===== src/hw/dasp_pkg.sv =====
// dasp_pkg: register map, field positions, states and frame constants
package dasp_pkg;

    typedef logic [7:0] dasp_byte_type;

    // ------------------------------------------------------------
    // register offsets, reset value and read masks
    // ------------------------------------------------------------
    localparam dasp_byte_type DASP_PORT0_CTRL = 8'h9B;
    localparam dasp_byte_type DASP_PORT0_BUF = 8'h99;
    localparam dasp_byte_type DASP_PORT1_CTRL = 8'h9C;
    localparam dasp_byte_type DASP_PORT1_BUF = 8'h9D;
    localparam dasp_byte_type DASP_PORT0_RELL = 8'hAA;
    localparam dasp_byte_type DASP_PORT0_RELH = 8'hBA;
    localparam dasp_byte_type DASP_PORT1_RELL = 8'h9E;
    localparam dasp_byte_type DASP_PORT1_RELH = 8'hBB;
    localparam dasp_byte_type DASP_RATE_CFG = 8'hD8;
    localparam dasp_byte_type DASP_RESET_VAL = 8'h00;
    localparam dasp_byte_type DASP_PORT1_MASK = 8'hBF;
    localparam dasp_byte_type DASP_RATE_MASK = 8'hC0;

    // ------------------------------------------------------------
    // field positions
    // ------------------------------------------------------------
    localparam int DASP_F_MODE_HI = 7;
    localparam int DASP_F_MODE_LO = 6;
    localparam int DASP_F_MP = 5;
    localparam int DASP_F_REN = 4;
    localparam int DASP_F_TB8 = 3;
    localparam int DASP_F_RB8 = 2;
    localparam int DASP_F_TI = 1;
    localparam int DASP_F_RI = 0;
    localparam int DASP_F_GEN_SEL = 7;
    localparam int DASP_F_DOUBLE = 6;

    // ------------------------------------------------------------
    // modes, timing and frame counts
    // ------------------------------------------------------------
    localparam logic [1:0] DASP_MODE0 = 2'h0;
    localparam logic [1:0] DASP_MODE2 = 2'h2;
    localparam logic [1:0] DASP_DIV_1 = 2'h0;
    localparam logic [1:0] DASP_DIV_2 = 2'h1;
    localparam logic [1:0] DASP_DIV_4 = 2'h3;
    localparam logic [9:0] DASP_GEN_TOP = 10'h3FF;
    localparam logic [3:0] DASP_OVS_LAST = 4'hF;
    localparam logic [3:0] DASP_OVS_MID = 4'h7;
    localparam logic [3:0] DASP_TX_NINE = 4'hB;
    localparam logic [3:0] DASP_TX_EIGHT = 4'hA;
    localparam logic [3:0] DASP_RX_NINE = 4'hA;
    localparam logic [3:0] DASP_RX_EIGHT = 4'h9;
    localparam logic [3:0] DASP_LEFT_ONE = 4'h1;

    typedef enum logic {DASP_TX_IDLE, DASP_TX_SEND} dasp_tx_state_type;
    typedef enum logic [1:0] {
        DASP_RX_IDLE,
        DASP_RX_START,
        DASP_RX_DATA
    } dasp_rx_state_type;

endpackage : dasp_pkg


===== src/hw/dasp_engine.sv =====
// dasp_engine: transmit and receive shifters of one serial port
module dasp_engine (
    // clock and reset
    input wire logic clk,
    input wire logic rst_n,
    // configuration
    input wire logic active,
    input wire logic tick,
    input wire logic nine,
    input wire logic mp_en,
    input wire logic rx_en,
    // transmit side
    input wire logic tx_start,
    input wire dasp_pkg::dasp_byte_type tx_byte,
    input wire logic tx_ninth,
    output logic txd,
    output logic tx_done,
    // receive side
    input wire logic rxd,
    output logic rx_done,
    output dasp_pkg::dasp_byte_type rx_byte,
    output logic rx_ninth
);
    import dasp_pkg::*;

    dasp_tx_state_type tx_state;
    dasp_rx_state_type rx_state;
    logic [10:0] tx_shift;
    logic [3:0] tx_phase;
    logic [3:0] tx_left;
    logic [9:0] rx_shift;
    logic [3:0] rx_phase;
    logic [3:0] rx_left;

    wire logic tx_end = tick && (tx_phase == DASP_OVS_LAST);
    wire logic rx_mid = tick && (rx_phase == DASP_OVS_MID);
    wire logic [9:0] rx_word = {rxd, rx_shift[9:1]};
    wire logic rx_bit9 = nine ? rx_word[8] : rx_word[9];
    wire dasp_byte_type rx_data = nine ? rx_word[7:0] : rx_word[8:1];
    wire logic rx_accept = !mp_en || rx_bit9;

    always_ff @(posedge clk or negedge rst_n) begin
        if (!rst_n) begin
            tx_state <= DASP_TX_IDLE;
            tx_shift <= '1;
            tx_phase <= '0;
            tx_left <= '0;
            txd <= 1'b1;
            tx_done <= 1'b0;
        end else begin
            tx_done <= 1'b0;
            unique case (tx_state)
                DASP_TX_IDLE: begin
                    txd <= 1'b1;
                    tx_phase <= '0;
                    if (tx_start && active) begin
                        tx_state <= DASP_TX_SEND;
                        // stop, ninth or second stop, data, start
                        tx_shift <= {1'b1, nine ? tx_ninth : 1'b1,
                                     tx_byte, 1'b0};
                        tx_left <= nine ? DASP_TX_NINE : DASP_TX_EIGHT;
                    end
                end
                DASP_TX_SEND: begin
                    if (tick) begin
                        txd <= tx_shift[0];
                        tx_phase <= tx_phase + 4'h1;
                    end
                    if (tx_end) begin
                        tx_shift <= {1'b1, tx_shift[10:1]};
                        tx_left <= tx_left - 4'h1;
                        if (tx_left == DASP_LEFT_ONE) begin
                            tx_state <= DASP_TX_IDLE;
                            tx_done <= 1'b1;
                        end
                    end
                end
            endcase
        end
    end

    always_ff @(posedge clk or negedge rst_n) begin
        if (!rst_n) begin
            rx_state <= DASP_RX_IDLE;
            rx_shift <= '0;
            rx_phase <= '0;
            rx_left <= '0;
            rx_done <= 1'b0;
            rx_byte <= '0;
            rx_ninth <= 1'b0;
        end else begin
            rx_done <= 1'b0;
            if (tick) begin
                rx_phase <= rx_phase + 4'h1;
            end
            unique case (rx_state)
                DASP_RX_IDLE: begin
                    rx_phase <= '0;
                    // low line at a tick while enabled opens a frame
                    if (tick && active && rx_en && !rxd) begin
                        rx_state <= DASP_RX_START;
                        rx_left <= nine ? DASP_RX_NINE : DASP_RX_EIGHT;
                    end
                end
                DASP_RX_START: begin
                    // a glitch that is high again at mid-bit is dropped
                    if (rx_mid) begin
                        rx_state <= rxd ? DASP_RX_IDLE : DASP_RX_DATA;
                    end
                end
                DASP_RX_DATA: begin
                    if (!rx_en) begin
                        rx_state <= DASP_RX_IDLE;
                    end else if (rx_mid) begin
                        rx_shift <= rx_word;
                        rx_left <= rx_left - 4'h1;
                        if (rx_left == DASP_LEFT_ONE) begin
                            rx_state <= DASP_RX_IDLE;
                            rx_done <= rx_accept;
                            if (rx_accept) begin
                                rx_byte <= rx_data;
                                rx_ninth <= rx_bit9;
                            end
                        end
                    end
                end
                default: begin
                    rx_state <= DASP_RX_IDLE;
                end
            endcase
        end
    end

endmodule : dasp_engine


===== src/hw/dasp_top.sv =====
// dasp_top: two asynchronous serial ports behind a byte register port
module dasp_top (
    // clock and reset
    input wire logic mclk,
    input wire logic rst_n,
    // register port
    input wire dasp_pkg::dasp_byte_type reg_addr,
    input wire dasp_pkg::dasp_byte_type reg_wdata,
    input wire logic reg_wr,
    input wire logic reg_rd,
    output dasp_pkg::dasp_byte_type reg_rdata,
    // rate source
    input wire logic timer1_ovf,
    // serial line, port 0
    input wire logic rxd0,
    output logic txd0,
    // serial line, port 1
    input wire logic rxd1,
    output logic txd1
);
    import dasp_pkg::*;

    // ------------------------------------------------------------
    // declarations
    // ------------------------------------------------------------
    logic rst_meta_n;
    logic rst_core_n;
    dasp_byte_type port0_ctrl_reg;
    dasp_byte_type port1_ctrl_reg;
    dasp_byte_type rate_cfg_reg;
    dasp_byte_type port0_buffer;
    dasp_byte_type port1_buffer;
    dasp_byte_type port0_tx_byte;
    dasp_byte_type port1_tx_byte;
    logic [9:0] port0_reload;
    logic [9:0] port1_reload;
    logic [9:0] gen0_count;
    logic [9:0] gen1_count;
    logic [1:0] pre0_count;
    logic [1:0] pre1_count;
    logic tx0_done;
    logic tx1_done;
    logic rx0_done;
    logic rx1_done;
    logic rx0_ninth;
    logic rx1_ninth;
    dasp_byte_type rx0_byte;
    dasp_byte_type rx1_byte;

    // ------------------------------------------------------------
    // helpers
    // ------------------------------------------------------------
    // bit 10 flags the overflow that reloads the counter
    function automatic logic [10:0] gen_step(input logic [9:0] cnt,
                                             input logic [9:0] rel);
        if (cnt == DASP_GEN_TOP) begin
            return {1'b1, rel};
        end
        return {1'b0, cnt + 10'h001};
    endfunction : gen_step

    function automatic logic [1:0] pre_step(input logic [1:0] cnt,
                                            input logic [1:0] last);
        if (cnt == last) begin
            return 2'h0;
        end
        return cnt + 2'h1;
    endfunction : pre_step

    // hardware events win over a software write in the same cycle
    function automatic dasp_byte_type ctrl_next(
        input dasp_byte_type cur,
        input logic wr,
        input dasp_byte_type wdata,
        input logic tx_set,
        input logic rx_set,
        input logic ninth
    );
        dasp_byte_type val;
        val = wr ? wdata : cur;
        if (tx_set) begin
            val[DASP_F_TI] = 1'b1;
        end
        if (rx_set) begin
            val[DASP_F_RI] = 1'b1;
            val[DASP_F_RB8] = ninth;
        end
        return val;
    endfunction : ctrl_next

    // ------------------------------------------------------------
    // reset release
    // ------------------------------------------------------------
    always_ff @(posedge mclk or negedge rst_n) begin
        if (!rst_n) begin
            rst_meta_n <= 1'b0;
            rst_core_n <= 1'b0;
        end else begin
            rst_meta_n <= 1'b1;
            rst_core_n <= rst_meta_n;
        end
    end

    // ------------------------------------------------------------
    // field and address decode
    // ------------------------------------------------------------
    wire logic port0_mode_hi = port0_ctrl_reg[DASP_F_MODE_HI];
    wire logic port0_mode_lo = port0_ctrl_reg[DASP_F_MODE_LO];
    wire logic [1:0] port0_mode = {port0_mode_hi, port0_mode_lo};
    wire logic port0_multiproc_en = port0_ctrl_reg[DASP_F_MP];
    wire logic port0_rx_enable = port0_ctrl_reg[DASP_F_REN];
    wire logic port0_tx_ninth = port0_ctrl_reg[DASP_F_TB8];
    wire logic port1_mode_sel = port1_ctrl_reg[DASP_F_MODE_HI];
    wire logic port1_multiproc_en = port1_ctrl_reg[DASP_F_MP];
    wire logic port1_rx_enable = port1_ctrl_reg[DASP_F_REN];
    wire logic port1_tx_ninth = port1_ctrl_reg[DASP_F_TB8];
    wire logic gen_select = rate_cfg_reg[DASP_F_GEN_SEL];
    wire logic rate_double = rate_cfg_reg[DASP_F_DOUBLE];

    // mode 0 shift register operation is not built
    wire logic port0_active = port0_mode != DASP_MODE0;
    wire logic port0_nine = port0_mode_hi;
    wire logic port0_fixed = port0_mode == DASP_MODE2;
    wire logic port1_nine = !port1_mode_sel;

    wire logic wr_p0_ctrl = reg_wr && (reg_addr == DASP_PORT0_CTRL);
    wire logic wr_p0_buf = reg_wr && (reg_addr == DASP_PORT0_BUF);
    wire logic wr_p1_ctrl = reg_wr && (reg_addr == DASP_PORT1_CTRL);
    wire logic wr_p1_buf = reg_wr && (reg_addr == DASP_PORT1_BUF);
    wire logic wr_p0_rell = reg_wr && (reg_addr == DASP_PORT0_RELL);
    wire logic wr_p0_relh = reg_wr && (reg_addr == DASP_PORT0_RELH);
    wire logic wr_p1_rell = reg_wr && (reg_addr == DASP_PORT1_RELL);
    wire logic wr_p1_relh = reg_wr && (reg_addr == DASP_PORT1_RELH);
    wire logic wr_rate = reg_wr && (reg_addr == DASP_RATE_CFG);

    // ------------------------------------------------------------
    // baud generators
    // ------------------------------------------------------------
    // overflow every (1024 - reload) clocks
    wire logic [10:0] gen0_next = gen_step(gen0_count, port0_reload);
    wire logic [10:0] gen1_next = gen_step(gen1_count, port1_reload);
    wire logic gen0_ovf = gen0_next[10];
    wire logic gen1_ovf = gen1_next[10];

    // port 0 source: clock itself in mode 2, else generator or timer 1
    wire logic src0 = port0_fixed ? 1'b1
                    : (gen_select ? gen0_ovf : timer1_ovf);
    // sixteen ticks per bit: clock/4 or /2, generator /4 or /2,
    // timer 1 overflow /2 or /1
    wire logic [1:0] last0 = (port0_fixed || gen_select)
                           ? (rate_double ? DASP_DIV_2 : DASP_DIV_4)
                           : (rate_double ? DASP_DIV_1 : DASP_DIV_2);
    wire logic [1:0] next_pre0 = pre_step(pre0_count, last0);
    wire logic tick0 = src0 && (pre0_count == last0);

    // port 1 never looks at timer 1
    wire logic src1 = gen1_ovf;
    wire logic [1:0] next_pre1 = pre_step(pre1_count, DASP_DIV_2);
    wire logic tick1 = src1 && (pre1_count == DASP_DIV_2);

    always_ff @(posedge mclk or negedge rst_core_n) begin
        if (!rst_core_n) begin
            gen0_count <= '0;
            gen1_count <= '0;
        end else begin
            gen0_count <= gen0_next[9:0];
            gen1_count <= gen1_next[9:0];
        end
    end

    always_ff @(posedge mclk or negedge rst_core_n) begin
        if (!rst_core_n) begin
            pre0_count <= '0;
            pre1_count <= '0;
        end else begin
            if (src0) begin
                pre0_count <= next_pre0;
            end
            if (src1) begin
                pre1_count <= next_pre1;
            end
        end
    end

    // ------------------------------------------------------------
    // control registers
    // ------------------------------------------------------------
    wire dasp_byte_type next_p0_ctrl = ctrl_next(port0_ctrl_reg,
        wr_p0_ctrl, reg_wdata, tx0_done, rx0_done, rx0_ninth);
    wire dasp_byte_type next_p1_ctrl = ctrl_next(port1_ctrl_reg,
        wr_p1_ctrl, reg_wdata, tx1_done, rx1_done, rx1_ninth);

    always_ff @(posedge mclk or negedge rst_core_n) begin
        if (!rst_core_n) begin
            port0_ctrl_reg <= DASP_RESET_VAL;
            port1_ctrl_reg <= DASP_RESET_VAL;
        end else begin
            port0_ctrl_reg <= next_p0_ctrl;
            port1_ctrl_reg <= next_p1_ctrl & DASP_PORT1_MASK;
        end
    end

    always_ff @(posedge mclk or negedge rst_core_n) begin
        if (!rst_core_n) begin
            rate_cfg_reg <= DASP_RESET_VAL;
        end else if (wr_rate) begin
            rate_cfg_reg <= reg_wdata & DASP_RATE_MASK;
        end
    end

    // reload changes take effect at the next overflow
    always_ff @(posedge mclk or negedge rst_core_n) begin
        if (!rst_core_n) begin
            port0_reload <= '0;
            port1_reload <= '0;
        end else begin
            if (wr_p0_rell) begin
                port0_reload[7:0] <= reg_wdata;
            end
            if (wr_p0_relh) begin
                port0_reload[9:8] <= reg_wdata[1:0];
            end
            if (wr_p1_rell) begin
                port1_reload[7:0] <= reg_wdata;
            end
            if (wr_p1_relh) begin
                port1_reload[9:8] <= reg_wdata[1:0];
            end
        end
    end

    // ------------------------------------------------------------
    // data buffers
    // ------------------------------------------------------------
    // receive side only; a new frame overwrites an unread byte
    always_ff @(posedge mclk or negedge rst_core_n) begin
        if (!rst_core_n) begin
            port0_buffer <= DASP_RESET_VAL;
            port1_buffer <= DASP_RESET_VAL;
        end else begin
            if (rx0_done) begin
                port0_buffer <= rx0_byte;
            end
            if (rx1_done) begin
                port1_buffer <= rx1_byte;
            end
        end
    end

    assign port0_tx_byte = reg_wdata;
    assign port1_tx_byte = reg_wdata;

    // ------------------------------------------------------------
    // serial engines
    // ------------------------------------------------------------
    dasp_engine u_port0 (
        .clk(mclk),
        .rst_n(rst_core_n),
        .active(port0_active),
        .tick(tick0),
        .nine(port0_nine),
        .mp_en(port0_multiproc_en),
        .rx_en(port0_rx_enable),
        .tx_start(wr_p0_buf),
        .tx_byte(port0_tx_byte),
        .tx_ninth(port0_tx_ninth),
        .txd(txd0),
        .tx_done(tx0_done),
        .rxd(rxd0),
        .rx_done(rx0_done),
        .rx_byte(rx0_byte),
        .rx_ninth(rx0_ninth)
    );

    dasp_engine u_port1 (
        .clk(mclk),
        .rst_n(rst_core_n),
        .active(1'b1),
        .tick(tick1),
        .nine(port1_nine),
        .mp_en(port1_multiproc_en),
        .rx_en(port1_rx_enable),
        .tx_start(wr_p1_buf),
        .tx_byte(port1_tx_byte),
        .tx_ninth(port1_tx_ninth),
        .txd(txd1),
        .tx_done(tx1_done),
        .rxd(rxd1),
        .rx_done(rx1_done),
        .rx_byte(rx1_byte),
        .rx_ninth(rx1_ninth)
    );

    // ------------------------------------------------------------
    // read port
    // ------------------------------------------------------------
    wire dasp_byte_type p0_relh_rd = {6'h00, port0_reload[9:8]};
    wire dasp_byte_type p1_relh_rd = {6'h00, port1_reload[9:8]};
    wire dasp_byte_type read_value =
        (reg_addr == DASP_PORT0_CTRL) ? port0_ctrl_reg :
        (reg_addr == DASP_PORT0_BUF) ? port0_buffer :
        (reg_addr == DASP_PORT1_CTRL) ? port1_ctrl_reg :
        (reg_addr == DASP_PORT1_BUF) ? port1_buffer :
        (reg_addr == DASP_PORT0_RELL) ? port0_reload[7:0] :
        (reg_addr == DASP_PORT0_RELH) ? p0_relh_rd :
        (reg_addr == DASP_PORT1_RELL) ? port1_reload[7:0] :
        (reg_addr == DASP_PORT1_RELH) ? p1_relh_rd :
        (reg_addr == DASP_RATE_CFG) ? rate_cfg_reg :
        DASP_RESET_VAL;

    // data stand only in the cycle after the strobe
    always_ff @(posedge mclk or negedge rst_core_n) begin
        if (!rst_core_n) begin
            reg_rdata <= DASP_RESET_VAL;
        end else begin
            reg_rdata <= reg_rd ? read_value : DASP_RESET_VAL;
        end
    end

endmodule : dasp_top

===== config.mk =====
export PLATFORM = sky130hd
export DESIGN_NAME = dasp_top
export DESIGN_NICKNAME = d
export VERILOG_FILES = /design/src/hw/dasp_pkg.sv /design/src/hw/dasp_engine.sv /design/src/hw/dasp_top.sv
export SDC_FILE = /design/constraint.sdc
export NUM_CORES = 1
export LEC_CHECK = 0
export ABC_CLOCK_PERIOD_IN_PS = 7700
export BUFFER_PORTS_ARGS = -buffer_cell sky130_fd_sc_hd__buf_2
export CORE_ASPECT_RATIO = 2
export CORE_MARGIN = 4
export CORE_UTILIZATION = 29
export CTS_CLUSTER_DIAMETER = 150
export CTS_CLUSTER_SIZE = 25
export DETAILED_ROUTE_END_ITERATION = 10
export PLACE_DENSITY = 0.55
export SLEW_MARGIN = 20
export SYNTH_ARGS = -nofsm -noshare
export SYNTH_HDL_FRONTEND = slang
export SYNTH_SLANG_ARGS = --single-unit

===== constraint.sdc =====
create_clock -name mclk -period 7.7 [get_ports mclk]
set_input_delay 0.385 -clock mclk [delete_from_list [all_inputs] [get_ports mclk]]
set_output_delay 0.385 -clock mclk [all_outputs]
set_load 0.02 [all_outputs]

==> impl_metrics.py <==
metrics = {
    "synth": {
        "synth.distinct_cells": 69,
        "ys.flop_type": "dfrtp_1",
        "ys_seq_area_share_pct": 51.37,
        "netlist_top_cells_count": "dfrtp_1, mux2_2, nand2_1, nor2_1, o21ai_0",
        "synth_area_um2": 9163,
        "yosysTopAreaCellShare_pct": 45.06,
        "synth-edff-count": 0,
        "syn_nets": 882,
        "synth_area_leader_cell": "dfrtp_1",
        "ys_top_cells_by_area": "dfrtp_1, mux2_2, dfstp_2",
        "avgSynthCellArea_um2": 10.84,
        "synth_cells": 845,
        "ys_ff_latch": 187,
        "async_flop_share_pct": 100.0,
        "yosysWarnings": 0,
        "yosysMostFrequentCell": "dfrtp_1",
    },
    "worst_hold_path": {
        "min_to": "u_port0.rx_state[1]",
        "min_from": "rxd0",
        "holdPathStages": 2,
        "min-delay-path-class": "input port to register",
    },
    "cts": {
        "post_cts_buffers": 0,
        "htreeDepth": 4,
        "clockBufferDepth": 2,
        "cts_tree": "yes",
        "cts.sinks": 187,
        "cts_made_buffers": 17,
        "cts-root-buf": "clkbuf_16",
        "clk_pin_slew_ns": 0.07,
        "clkLatencyLatePin_ns": 0.44,
        "hold_buffers": 1,
        "cts_resized": 0,
    },
    "setup_path": {
        "r2r_cells": 5,
        "crit_fanout": 14,
        "start_kind": "register",
        "r2r-start": "port0_ctrl_reg[7]",
        "arrival_ns": 3.30,
        "critPathKind": "register to register",
        "r2r_end": "u_port0.rx_byte[1]",
        "crit_path_end_kind": "register",
        "crit_required_ns": 8.03,
        "timing.reg2reg.setup_slack_ns": 4.73,
    },
    "power_and_ir_drop": {
        "swShare_pct": 27.25,
        "p_switching_uw": 622.5,
        "comb_power_share_pct": 11.5,
        "power_frac_seq_pct": 48.7,
        "p_int_uw": 1662,
        "power.total_uw": 2285,
        "power_density_nw_per_um2": 219.6,
        "total_leakage_power_uw": 0.004558,
        "vdd_ir_drop_max_uv": 140.3,
        "clkPwrFrac_pct": 39.8,
    },
    "sta": {
        "setup_tns_ns": 0,
        "holdWs_ns": 0.2056,
        "slew_headroom_pct": 39.56,
        "fin_skew_ns": 0.009523,
        "final_max_slew_viol_count": 0,
        "grt_setup_unrepaired": "no",
        "hold_viol": 0,
        "fin_crit_sh_pct": 38.54,
        "tightest_slew_ns": 0.9033,
        "finalSetupViolations": 0,
        "period_minus_slack_ns": 2.968,
        "max_freq_mhz": 337.0,
    },
    "grt": {
        "track_usage_pct": 13.79,
        "grt_overflow": 0,
        "grt_pass1_vias": 6609,
        "grt_first_pass_wirelength_mm": 36.86,
        "antenna_found_initial": 2,
        "grt_max_degree": 80,
    },
    "floorplan": {
        "die_h_um": 259.4,
        "fp.dieW_um": 133.7,
        "io_pins": 33,
        "num_rows": 91,
        "start_util_pct": 29.59,
        "coreArea_um2": 30970,
        "dieArea_um2": 34680,
    },
    "detailed_routing": {
        "drtIter0Drc": 352,
        "drc": 0,
        "drt_first_pass_iters": 5,
        "routed_wl_mm": 22.99,
        "viasPerCell": 4.959,
        "ant_nets": 0,
        "wire_per_inst_um": 17.62,
        "vias": 6472,
    },
    "placement": {
        "gp_congestion": 0.8704,
        "placed_cell_area_um2": 9756,
        "dp_cells": 1268,
        "post-dp-hpwl_mm": 17.11,
        "portBuffers": 32,
    },
    "finish": {
        "final_cell_area_um2": 10410,
        "layoutNonFillerInstCount": 1305,
        "areaGrowthSynthToFinish_pct": 13.56,
        "layout-drive-gt1-share_pct": 26.13,
        "layout.nets": 908,
    },
    "run": {
        "maxCapViolCount": 0,
    },
    "outcome": {
        "status": "finished, final reports clean",
    },
}
[through the flow]
step | setup WS (ns) | util, %
6_report | 4.732 | 33.60
5_1_grt | 4.454 | 33.57
4_1_cts | 4.680 | 33.47
3_5_place_dp | 4.693 | 31.50
3_3_place_gp | 4.763 | 31.50
2_1_floorplan | 2.142 | -
[worst max-delay path: stages (launching register included)]
cell and delay [ns]:
dfrtp_1 0.65, nor2b_1 0.39, a2bb2oi_1 0.33, o22a_1 0.54
nand4_1 0.51, mux2_2 0.43
[placed cells by master (no fill, tap or decap), drive strengths merged, types with 10 or more instances in the layout]
master	n
a21oi	24
and3	11
buf	38
clkbuf	18
dfrtp	165
dfstp	22
ha	14
inv	37
mux2	119
mux2i	13
nand2	105
nand2b	14
nand3	22
nand4	12
nor2	57
o21ai	54
xnor2	10
xor2	10
[how the worst max path moves through the flow]
stage                                 start                 end  slack [ns]  depth (start not counted)
after floorplan                  rst_core_n       gen0_count[0]        2.14                          0
after global placement    port0_ctrl_reg[7]  u_port0.rx_byte[4]        4.76                          5
after detailed placement  port0_ctrl_reg[7]  u_port0.rx_byte[2]        4.69                          5
after CTS                 port0_ctrl_reg[7]  u_port0.rx_byte[1]        4.68                          5
after global routing      port0_ctrl_reg[7]  u_port0.rx_byte[5]        4.45                          5
final                     port0_ctrl_reg[7]  u_port0.rx_byte[1]        4.73                          5
[final cells by class]
type                            count  area (µm²)
Fill cell                        3161       20560
Sequential cell                   187        4711
Multi-Input combinational cell    591        4198
Tap cell                          418       523.0
Clock buffer                       18       429.2
Timing Repair Buffer               39       235.2
Clock inverter                     14       170.2
Inverter                           35       131.4
Antenna cell                        3       7.507
[layer usage]
metal	up-vias	wire, µm	track usage, %
li1	3062	-	-
met1	3251	8242	14.04
met2	109	12930	26.06
met3	50	703	2.735
met4	0	1109	7.380
met5	-	0	0
[power groups by stage]
stage / clock (µW) / sequential (µW) / combinational (µW)
floorplan: 0 / 1120 / 187
global placement: 0 / 1130 / 252
CTS: 933 / 1120 / 259
detailed placement: 0 / 1140 / 256
finish: 908 / 1110 / 263
global route: 967 / 1120 / 299
[logic make-up (layout without fill, tap and decap cells)]
group                      count (synthesis)  after routing  synth area share (%)
xor gates and xnor gates                  20             20                 1.912
and+or+nand+nor                          278            278                 15.20
DFF                                      187            187                 51.37
adders and majority gates                 14             14                 1.912
other                                      1              4               0.04093
AOI/OAI and AO/OA                        146            146                 10.23
muxes                                    132            132                 16.33
buffers and inverters                     67            106                 3.004
Power figures use the tool's default switching activity.
